File: config.mk
export PLATFORM = sky130hd
export DESIGN_NAME = gpio_pin_config_debounce
export DESIGN_NICKNAME = d
export VERILOG_FILES = /design/src/gpio_cfg_pkg.sv /design/src/gpio_pin_config_debounce.sv /design/src/debounce_cell.sv
export SDC_FILE = /design/constraint.sdc
export NUM_CORES = 1
export LEC_CHECK = 0
export ABC_CLOCK_PERIOD_IN_PS = 6410
export BUFFER_PORTS_ARGS = -buffer_cell sky130_fd_sc_hd__buf_4
export CORE_MARGIN = 8
export CORE_UTILIZATION = 60
export CTS_CLUSTER_SIZE = 14
export DETAILED_ROUTE_END_ITERATION = 8
export PLACE_DENSITY = 0.92
export SETUP_SLACK_MARGIN = 0.2
export SLEW_MARGIN = 15
export SYNTH_ARGS = -nofsm -noshare
export SYNTH_HDL_FRONTEND = slang
export SYNTH_SLANG_ARGS = --single-unit
export TNS_END_PERCENT = 50
File: constraint.sdc
create_clock -name core_clk -period 6.41 [get_ports core_clk]
set_input_delay 0.3205 -clock core_clk [delete_from_list [all_inputs] [get_ports core_clk]]
set_output_delay 0.3205 -clock core_clk [all_outputs]
set_load 0.005 [all_outputs]
File: src/gpio_cfg_pkg.sv
// Register map, field positions and reset values of the GPIO pin block.
// Assumes a single core clock domain and byte-wide register access.
package gpio_cfg_pkg;

    // ----------------------------------------
    // Geometry
    // ----------------------------------------
    localparam int PORT_W   = 8;
    localparam int NUM_PORT = 3;
    localparam int PIN_N    = PORT_W * NUM_PORT;
    localparam int DB_PINS  = 16;

    // ----------------------------------------
    // Register offsets
    // ----------------------------------------
    localparam logic [7:0] ADDR_BANK_DRAIN    = 8'h5c;
    localparam logic [7:0] ADDR_LIVE_IN0      = 8'h6c;
    localparam logic [7:0] ADDR_LIVE_IN1      = 8'h6d;
    localparam logic [7:0] ADDR_LIVE_IN2      = 8'h6e;
    localparam logic [7:0] ADDR_STAGE_OVR0    = 8'h70;
    localparam logic [7:0] ADDR_STAGE_OVR1    = 8'h71;
    localparam logic [7:0] ADDR_STAGE_OVR2    = 8'h72;
    localparam logic [7:0] ADDR_DEBOUNCE_EN0  = 8'h74;
    localparam logic [7:0] ADDR_DEBOUNCE_EN1  = 8'h75;
    localparam logic [7:0] ADDR_DEBOUNCE_CNT  = 8'h76;

    // ----------------------------------------
    // Fields and reset values
    // ----------------------------------------
    localparam int         BANK_DRAIN_W       = 3;
    localparam int         TIMEBASE_PIN       = 0;
    localparam logic [2:0] BANK_DRAIN_RST     = 3'h0;
    localparam logic [7:0] STAGE_OVR_RST      = 8'h00;
    localparam logic [7:0] DEBOUNCE_EN_RST    = 8'h00;
    localparam logic [7:0] DEBOUNCE_CNT_RST   = 8'h00;
    localparam logic [7:0] UNMAPPED_RDATA     = 8'h00;

endpackage

File: src/gpio_pin_config_debounce.sv
// GPIO pad control, live input status, output stage select and switch debounce.
// Assumes a byte register port from a protocol engine and synchronous pad inputs.
module gpio_pin_config_debounce
    import gpio_cfg_pkg::*;
(
    input  wire logic             core_clk,
    input  wire logic             arst_n,
    input  wire logic             reg_wr,
    input  wire logic             reg_rd,
    input  wire logic [7:0]       reg_addr,
    input  wire logic [7:0]       reg_wdata,
    output logic      [7:0]       reg_rdata,
    input  wire logic [PIN_N-1:0] pin_dir_out,
    input  wire logic [PIN_N-1:0] pin_out_level,
    input  wire logic [PIN_N-1:0] pull_enable,
    input  wire logic [PIN_N-1:0] pull_select_up,
    input  wire logic [PIN_N-1:0] pad_in,
    output logic      [PIN_N-1:0] pad_out,
    output logic      [PIN_N-1:0] pad_oe,
    output logic      [PIN_N-1:0] pad_pull_up_en,
    output logic      [PIN_N-1:0] pad_pull_dn_en,
    output logic      [PIN_N-1:0] pad_in_buf_en,
    output logic      [PIN_N-1:0] pin_filtered
);

    // ----------------------------------------
    // Configuration registers
    // ----------------------------------------
    logic [BANK_DRAIN_W-1:0] bank_drain_reg;
    logic [BANK_DRAIN_W-1:0] bank_drain_next;
    logic [PIN_N-1:0]        stage_ovr_reg;
    logic [PIN_N-1:0]        stage_ovr_next;
    logic [DB_PINS-1:0]      debounce_en_reg;
    logic [DB_PINS-1:0]      debounce_en_next;
    logic [7:0]              debounce_cnt_reg;
    logic [7:0]              debounce_cnt_next;
    logic [7:0]              rdata_reg;
    logic [7:0]              rdata_next;

    logic [PIN_N-1:0]        open_drain;
    logic [PIN_N-1:0]        live_status;

    // Reset drops all accesses, so writes need no gating here
    always_comb begin
        bank_drain_next   = bank_drain_reg;
        stage_ovr_next    = stage_ovr_reg;
        debounce_en_next  = debounce_en_reg;
        debounce_cnt_next = debounce_cnt_reg;
        if (reg_wr) begin
            case (reg_addr)
                ADDR_BANK_DRAIN:   bank_drain_next = reg_wdata[BANK_DRAIN_W-1:0];
                ADDR_STAGE_OVR0:   stage_ovr_next[7:0] = reg_wdata;
                ADDR_STAGE_OVR1:   stage_ovr_next[15:8] = reg_wdata;
                ADDR_STAGE_OVR2:   stage_ovr_next[23:16] = reg_wdata;
                ADDR_DEBOUNCE_EN0: debounce_en_next[7:0] = reg_wdata;
                ADDR_DEBOUNCE_EN1: debounce_en_next[15:8] = reg_wdata;
                ADDR_DEBOUNCE_CNT: debounce_cnt_next = reg_wdata;
                default: begin
                end
            endcase
        end
    end

    // Read data; live registers are pure views, no side effects
    always_comb begin
        rdata_next = rdata_reg;
        if (reg_rd) begin
            case (reg_addr)
                ADDR_BANK_DRAIN:   rdata_next = {5'h00, bank_drain_reg};
                ADDR_LIVE_IN0:     rdata_next = live_status[7:0];
                ADDR_LIVE_IN1:     rdata_next = live_status[15:8];
                ADDR_LIVE_IN2:     rdata_next = live_status[23:16];
                ADDR_STAGE_OVR0:   rdata_next = stage_ovr_reg[7:0];
                ADDR_STAGE_OVR1:   rdata_next = stage_ovr_reg[15:8];
                ADDR_STAGE_OVR2:   rdata_next = stage_ovr_reg[23:16];
                ADDR_DEBOUNCE_EN0: rdata_next = debounce_en_reg[7:0];
                ADDR_DEBOUNCE_EN1: rdata_next = debounce_en_reg[15:8];
                ADDR_DEBOUNCE_CNT: rdata_next = debounce_cnt_reg;
                default:           rdata_next = UNMAPPED_RDATA;
            endcase
        end
    end

    always_ff @(posedge core_clk or negedge arst_n) begin
        if (!arst_n) begin
            bank_drain_reg   <= BANK_DRAIN_RST;
            stage_ovr_reg    <= {NUM_PORT{STAGE_OVR_RST}};
            debounce_en_reg  <= {2{DEBOUNCE_EN_RST}};
            debounce_cnt_reg <= DEBOUNCE_CNT_RST;
            rdata_reg        <= UNMAPPED_RDATA;
        end else begin
            bank_drain_reg   <= bank_drain_next;
            stage_ovr_reg    <= stage_ovr_next;
            debounce_en_reg  <= debounce_en_next;
            debounce_cnt_reg <= debounce_cnt_next;
            rdata_reg        <= rdata_next;
        end
    end

    assign reg_rdata = rdata_reg;

    // ----------------------------------------
    // Pad control per pin
    // ----------------------------------------
    logic [PIN_N-1:0] pad_out_next;
    logic [PIN_N-1:0] pad_oe_next;
    logic [PIN_N-1:0] pull_up_next;
    logic [PIN_N-1:0] pull_dn_next;
    logic [PIN_N-1:0] in_buf_next;

    genvar gp;
    generate
        for (gp = 0; gp < PIN_N; gp++) begin : g_pad
            // Override bit flips the bank choice for this pin only
            assign open_drain[gp] = bank_drain_reg[gp / PORT_W] ^ stage_ovr_reg[gp];
            assign live_status[gp] = (pin_dir_out[gp] && open_drain[gp]) ? 1'b0
                                                                          : pad_in[gp];
            always_comb begin
                if (pin_dir_out[gp]) begin
                    if (open_drain[gp]) begin
                        pad_out_next[gp] = 1'b0;
                        pad_oe_next[gp]  = ~pin_out_level[gp];
                    end else begin
                        pad_out_next[gp] = pin_out_level[gp];
                        pad_oe_next[gp]  = 1'b1;
                    end
                end else begin
                    pad_out_next[gp] = 1'b0;
                    pad_oe_next[gp]  = 1'b0;
                end
                pull_up_next[gp] = pull_enable[gp] & pull_select_up[gp];
                pull_dn_next[gp] = pull_enable[gp] & ~pull_select_up[gp];
                in_buf_next[gp]  = ~pin_dir_out[gp];
            end
        end
    endgenerate

    always_ff @(posedge core_clk or negedge arst_n) begin
        if (!arst_n) begin
            pad_out        <= '0;
            pad_oe         <= '0;
            pad_pull_up_en <= '0;
            pad_pull_dn_en <= '0;
            pad_in_buf_en  <= '1;
        end else begin
            pad_out        <= pad_out_next;
            pad_oe         <= pad_oe_next;
            pad_pull_up_en <= pull_up_next;
            pad_pull_dn_en <= pull_dn_next;
            pad_in_buf_en  <= in_buf_next;
        end
    end

    // ----------------------------------------
    // Debounce time base and cells
    // ----------------------------------------
    logic             timebase_ok;
    logic             timebase_last_reg;
    logic             timebase_last_next;
    logic             timebase_tick;
    logic [DB_PINS-1:0] db_settled;
    logic [DB_PINS-1:0] db_active;
    logic [PIN_N-1:0] filtered_next;

    assign timebase_ok = ~pin_dir_out[TIMEBASE_PIN] & debounce_en_reg[TIMEBASE_PIN];
    assign timebase_last_next = pad_in[TIMEBASE_PIN];
    assign timebase_tick = timebase_ok & pad_in[TIMEBASE_PIN] & ~timebase_last_reg;

    always_ff @(posedge core_clk or negedge arst_n) begin
        if (!arst_n) begin
            timebase_last_reg <= 1'b0;
        end else begin
            timebase_last_reg <= timebase_last_next;
        end
    end

    assign db_active[TIMEBASE_PIN] = 1'b0;
    assign db_settled[TIMEBASE_PIN] = pad_in[TIMEBASE_PIN];

    genvar gd;
    generate
        for (gd = 1; gd < DB_PINS; gd++) begin : g_db
            assign db_active[gd] = timebase_ok & debounce_en_reg[gd] & ~pin_dir_out[gd];
            debounce_cell u_cell (
                .core_clk (core_clk),
                .arst_n   (arst_n),
                .active   (db_active[gd]),
                .tick     (timebase_tick),
                .pin      (pad_in[gd]),
                .period   (debounce_cnt_reg),
                .settled  (db_settled[gd])
            );
        end
    endgenerate

    always_comb begin
        filtered_next = pad_in;
        filtered_next[DB_PINS-1:0] = (db_active & db_settled)
                                   | (~db_active & pad_in[DB_PINS-1:0]);
    end

    always_ff @(posedge core_clk or negedge arst_n) begin
        if (!arst_n) begin
            pin_filtered <= '1;
        end else begin
            pin_filtered <= filtered_next;
        end
    end

endmodule

File: src/debounce_cell.sv
// One switch debouncer: qualifies a pin level over a count of time-base ticks.
// Assumes the tick is a one-cycle pulse in the core clock domain.
module debounce_cell
    import gpio_cfg_pkg::*;
(
    input  wire logic       core_clk,
    input  wire logic       arst_n,
    input  wire logic       active,
    input  wire logic       tick,
    input  wire logic       pin,
    input  wire logic [7:0] period,
    output logic            settled
);

    logic       last_reg;
    logic       last_next;
    logic [7:0] cnt_reg;
    logic [7:0] cnt_next;
    logic       settled_reg;
    logic       settled_next;

    // ----------------------------------------
    // Qualification
    // ----------------------------------------
    always_comb begin
        last_next    = pin;
        cnt_next     = cnt_reg;
        settled_next = settled_reg;
        if (!active) begin
            cnt_next     = 8'h00;
            settled_next = pin;
        end else if (pin != last_reg) begin
            // Edge restarts the qualification period
            cnt_next = 8'h00;
        end else if (tick) begin
            if (cnt_reg >= period) begin
                settled_next = last_reg;
                cnt_next     = 8'h00;
            end else begin
                cnt_next = cnt_reg + 8'h01;
            end
        end
    end

    always_ff @(posedge core_clk or negedge arst_n) begin
        if (!arst_n) begin
            last_reg    <= 1'b1;
            cnt_reg     <= 8'h00;
            settled_reg <= 1'b1;
        end else begin
            last_reg    <= last_next;
            cnt_reg     <= cnt_next;
            settled_reg <= settled_next;
        end
    end

    assign settled = settled_reg;

endmodule

After elaboration in Yosys (flattened, before gate mapping)
Cells that the tools add are included.
{ "totals": {"reg_bits": 354, "inputBits": 140, "out_inout_bits": 152, "word_cells": 644} }
{ "classes": {"n_addsub": 15, "n_lt_le_gt_ge": 15, "n_eq_ne": 85, "muxes": 241, "n_bitwise": 182, "n_reduce_logical": 46} }
{ "ops": {"columns": ["cell", "n"], "rows": [
  ["$mux 8", 60],
  ["$mux 1", 180],
  ["$add 8x1->8 const B", 15],
  ["$ge 8x8->1", 15],
  ["$and 1x1->1", 81],
  ["$eq 8x7->1 const B", 10],
  ["$pmux 8 s10", 1],
  ["$not 1->1", 73],
  ["$ne 2x2->1 const B", 36],
  ["$reduce_and 3->1", 15],
  ["$and 16x16->16", 2],
  ["$ne 3x2->1 const B", 9],
  ["$logic_and 1x1->1", 24],
  ["$xor 1x1->1", 24],
  ["$ne 2x1->1 const B", 9],
  ["$ne 3x3->1 const B", 6],
  ["$not 16->16", 1],
  ["$or 16x16->16", 1],
  ["$ne 1x1->1", 15],
  ["$reduce_and 2->1", 7]
]} }

Longest topological paths before layout
{ "logic_depth": {"ltp_word": 7, "mapped_depth": 8, "ltp_nobuf": 7} }

Hierarchy
Synthesis repeated with hierarchy kept, for this count alone.
{ "unflattened": {"cells_unflattened": 2036, "hier_area_um2": 20767.4} }
{ "modules_own_cells": {"columns": ["mod", "n_inst", "cells_each", "area_per_inst_um2", "seq_area_each_um2"], "rows": [
  ["debounce_cell", 15, 93, 845.8, 252.7],
  ["gpio_pin_config_debounce", 1, 641, 8080.2, 5165.0]
]} }

Worst setup path after synthesis
Ideal clock, no wire load.
{ "synth_timing": {"kind": "register to register", "start": "reg debounce_cnt_reg[2]", "end": "reg g_db[11].u_cell.cnt_reg[7]", "setup_ns": 0.082, "arrival_ns": 2.247, "t_required_ns": 6.328, "path_slack_ns": 4.081, "stages_incl_launch_ff": 9, "n_path_buf": 1, "period_less_slack_ns": 2.329, "cell_sequence": "dfrtp_1 > inv_1 > ha_1 > a211o_1 > a31oi_1 > o211ai_1 > clkbuf_1 > or3b_2 > a31oi_1"} }
{ "synth_via": {"elab_chain_cells": 5} }
{ "synth_rtl": {"columns": ["item", "line", "source"], "rows": [
  ["from (decl)", "gpio_pin_config_debounce.sv:35", "logic [7:0] debounce_cnt_reg;"],
  ["from (signal assigned)", "gpio_pin_config_debounce.sv:95", "debounce_cnt_reg <= debounce_cnt_next;"],
  ["$ge 8x8->1", "debounce_cell.sv:36", "if (cnt_reg >= period) begin"],
  ["$mux 8", "debounce_cell.sv:36", null],
  ["$mux 8", "debounce_cell.sv:35", "end else if (tick) begin"],
  ["$mux 8", "debounce_cell.sv:32", "end else if (pin != last_reg) begin"],
  ["$mux 8", "debounce_cell.sv:29", "if (!active) begin"],
  ["to (signal assigned)", "debounce_cell.sv:52", "cnt_reg <= cnt_next;"],
  ["to (decl)", "debounce_cell.sv:17", "logic [7:0] cnt_reg;"]
]} }
No other way between the ends. The select of a mux whose other input is x is not followed.
A chain may end at the register's enable or synchronous reset.

Worst setup path after layout
{ "layout_timing": {"start": "reg debounce_en_reg[0]", "end": "reg g_db[10].u_cell.cnt_reg[7]"} }
{ "layout_via": {"elab_chain_cells": 4, "elab_cells_between_ends": 7, "classes_between": "1 x eq/ne; 1 x mux; 5 x bitwise"} }
{ "layout_rtl": {"columns": ["item", "line", "source"], "rows": [
  ["from (decl)", "gpio_pin_config_debounce.sv:33", "logic [DB_PINS-1:0] debounce_en_reg;"],
  ["from (signal assigned)", "gpio_pin_config_debounce.sv:88", "debounce_en_reg <= {2{DEBOUNCE_EN_RST}};"],
  ["from (signal assigned)", "gpio_pin_config_debounce.sv:94", "debounce_en_reg <= debounce_en_next;"],
  ["$and 1x1->1 *", "gpio_pin_config_debounce.sv:165", "assign timebase_ok = ~pin_dir_out[TIMEBASE_PIN] & debounce_en_reg[TIMEBASE_PIN];"],
  ["$and 1x1->1 (on tied branches) (2 in series)", "gpio_pin_config_debounce.sv:167, gpio_pin_config_debounce.sv:183", null],
  ["$ne 3x3->1 (no source line) or $mux 8 (tied branches)", null, null],
  ["to (signal assigned)", "debounce_cell.sv:52", null],
  ["to (decl)", "debounce_cell.sv:17", null]
]} }
Every way passes the cells marked *; elsewhere a longest branch is shown, timed or not.

==> qor.yml <==
cells_and_area:
  syn2layout_area_growth_pct: 25.4
  nNetsFinal: 2495
  largest_register_ffs: 120
  drive_above_1_share_pct: 24.1
  fin_cells: 2649
  nFillCells: 1831
placement:
  place_worst_setup_slack_ns: 3.27
  place_congestion: 0.929
  dp_hpwl_um: 39200
  port_buffers: 291
  dp.cells: 2486
synthesis:
  synth_warnings: 0
  syn_nets: 2107
  synth_async_sr_flop_share_pct: 100
  synth_enable_flop_cells: 0
  ys.flop_type: "dfrtp_1"
  ys_seq_area_share_pct: 47.8
  avgSynthCellArea_um2: 10.2
  yosys-top-cells-area: "dfrtp_1 37%, dfstp_2 11%, ha_1 9.0%, nand2_1 5.2%, mux2_2 3.7%"
  yosysTopAreaCell: "dfrtp_1"
  yosys.cell_types.count: 77
  synth_top_area_share_pct: 36.9
  synth_cells: 1832
  ys_ff_latch: 354
  synth_area_um2: 18700
cts:
  insertion_delay_ns: 0.54
  cts_root_buffer: "clkbuf_16"
  clk_path_buf_depth: 3
  numCtsBuffers: 38
  cts.sinks: 354
  clk_pin_slew_ns: 0.06
  cts_tree: "built"
  cts_max_level: 2
sta:
  rsz0062_at_grt: "no"
  timing.fmax_mhz: 303
  fin_ws_ns: 3.11
  skew_ns: 0.0273
  finalSetupViolations: 0
  fin_setup_tns_ns: 0
  hold_viol: 0
  period_share_pct: 51.4
  tightestPinTransition_ns: 1.24
  slew-limit-headroom_pct: 16.9
  fin_crit_ns: 3.30
  maxSlewViolCount: 0
worst_setup_path:
  crit_fanout: 60
  reg2reg_depth: 4
  end_kind: "flop"
  start_kind: "flop"
  reg2reg_from: "debounce_en_reg[0]$_DFFE_PN0P_"
  crit_arrival_ns: 3.74
  r2r-end: "g_db[10].u_cell.cnt_reg[7]$_DFFE_PN0P_"
  critPathKind: "flop to flop"
  worstSetupStartpoint: "debounce_en_reg[0]$_DFFE_PN0P_"
  r2r_slack_ns: 3.11
  worst_ep_required_time_ns: 6.86
hold_path:
  holdCritStartpoint: "pull_enable[7]"
  hold_depth: 2
  hold_class: "input port to flop"
  hold_end: "pad_pull_up_en[7]$_DFF_PN0_"
routing:
  drtAntennaViolNets: 0
  drt-pass1-iter-count: 6
  first_iter_violations: 2115
  via_per_inst: 6.43
  routed_wl_um: 59200
  drc: 0
  dr_total_vias: 17000
  routedWlPerCell_um: 22.3
power_and_ir_drop:
  clkPwrFrac_pct: 42.5
  switchingPower_mw: 1.29
  power_density_nw_per_um2: 221
  seqPwrFrac_pct: 45.7
  ir_worst_vdd_v: 0.000188
  p_leak_nw: 10.9
  p_sw_share_pct: 24.9
  p_int_mw: 3.91
  combPwrFrac_pct: 11.7
flow_run:
  maxCapViolCount: 0
floorplan:
  die_y_um: 193
  io_pins: 292
  rows: 64
  initial_core_util_pct: 61.1
  die_w_um: 193
  die-area_um2: 37100
  core_um2: 30700
grt:
  grt_use_total_pct: 31.3
  grt_pass1_wl_um: 92100
  grt-ovfl-total: 0
  grt_pass1_vias: 17600
  grt_max_degree: 140
  antenna_found_initial: 2
outcome:
  outcome: "finished, final reports clean"
through the flow:
stage	util [%]	power (mW)	hold slack [ns]	cell area [um2]
6_report	76.6	5.20	0.0168	23500
3_3_place_gp	69.5	2.92	0.323	21300
5_1_grt	76.6	5.35	0.0115	23500
4_1_cts	76.5	5.20	0.00469	23500
3_5_place_dp	69.5	2.95	0.333	21300
2_1_floorplan	-	2.63	0.0249	18700
routing by layer:
| metal | up-vias | routed length [um] | track usage (%) |
|---|---|---|---|
| li1 | 7436 | - | - |
| met1 | 8190 | 20800 | 36.1 |
| met2 | 1088 | 27600 | 50.3 |
| met3 | 307 | 7060 | 10.1 |
| met4 | 0 | 3830 | 18.6 |
| met5 | - | 0 | 0 |
synth_stat cells (all sizes together) (6+ instances only):
library cell / n
ha: 135
or2: 18
a32o: 17
and2: 33
mux2i: 9
a221o: 10
or3: 16
a2111oi: 9
xor2: 43
buf: 21
o21ai: 56
or3b: 7
dfrtp: 276
inv: 67
nand3b: 8
nor4: 14
nand4: 7
o22ai: 6
nor3: 32
nor3b: 23
a32oi: 10
a211oi: 16
o21a: 13
xnor2: 11
nor2b: 44
nand2: 261
mux2: 61
or4: 14
and3: 20
a21o: 22
a31oi: 35
dfstp: 78
nand3: 74
clkbuf: 20
nor2: 91
a22o: 20
nand4bb: 7
nand2b: 26
a21oi: 113
o211ai: 13
cells by family after synthesis:
logic type / share of synthesized area (%)
flip-flops: 47.8
buffers and inverters: 2.33
adder cells (fa/ha/maj): 9.02
AO/OA/AOI/OAI: 14.6
AND/OR/NAND/NOR: 19.5
XOR/XNOR: 2.53
multiplexers: 4.15
critical path, stage by stage, from the launching register on:
cell and delay, ns:
dfrtp_1 0.94, nand3_2 1.10, or4_1 0.83, a21o_1 0.18, a21oi_1 0.13
area by class of cell:
class | count | area [um2] | share of cell area, %
flip-flops and latches | 354 | 8960 | 38.1
diodes | 3 | 7.51 | 0.0320
clock buffers | 62 | 1190 | 5.09
well taps | 396 | 495 | 2.11
clock inverters | 8 | 72.6 | 0.309
multi-input cells | 1370 | 9340 | 39.8
repair buffers | 389 | 3170 | 13.5
inverters | 67 | 251 | 1.07
worst max-delay path by stage:
stage | end | slack, ns | cells past startpoint
after CTS | g_db[10].u_cell.cnt_reg[7]$_DFFE_PN0P_ | 3.27 | 4
after detailed placement | g_db[10].u_cell.cnt_reg[7]$_DFFE_PN0P_ | 3.27 | 4
final | g_db[10].u_cell.cnt_reg[7]$_DFFE_PN0P_ | 3.11 | 4
after global placement | g_db[14].u_cell.cnt_reg[6]$_DFFE_PN0P_ | 3.44 | 7
after floorplan | g_db[11].u_cell.cnt_reg[7]$_DFFE_PN0P_ | 4.08 | 8
after global routing | g_db[10].u_cell.cnt_reg[7]$_DFFE_PN0P_ | 2.99 | 4
power groups by stage:
stage                     Combinational, mW  Sequential (mW)  Clock, mW
final                                 0.610             2.38       2.21
after global routing                  0.655             2.38       2.32
after CTS                             0.592             2.38       2.23
after detailed placement              0.541             2.41          0
after global placement                0.516             2.41          0
after floorplan                       0.231             2.40          0
layout by cell type, fill, tap and decap left out, drive strengths merged, types with 11 or more instances in the layout:
cell type	count
a211oi	16
a21o	22
a21oi	113
a22o	20
a31oi	35
a32o	17
and2	33
and3	20
buf	299
clkbuf	62
dfrtp	276
dfstp	78
dlygate4sd3	90
ha	135
inv	67
mux2	61
nand2	261
nand2b	26
nand3	74
nor2	91
nor2b	44
nor3	32
nor3b	23
nor4	14
o211ai	13
o21a	13
o21ai	56
or2	18
or3	16
or4	14
xnor2	11
xor2	43
repair_timing:
action                    4_1_cts  5_1_grt
hold buffers                   90        0
buffers inserted                0        0
gates resized for setup         0        0
hold endpoints to repair      144        0
Note: power is estimated with default switching activity, not from simulation.
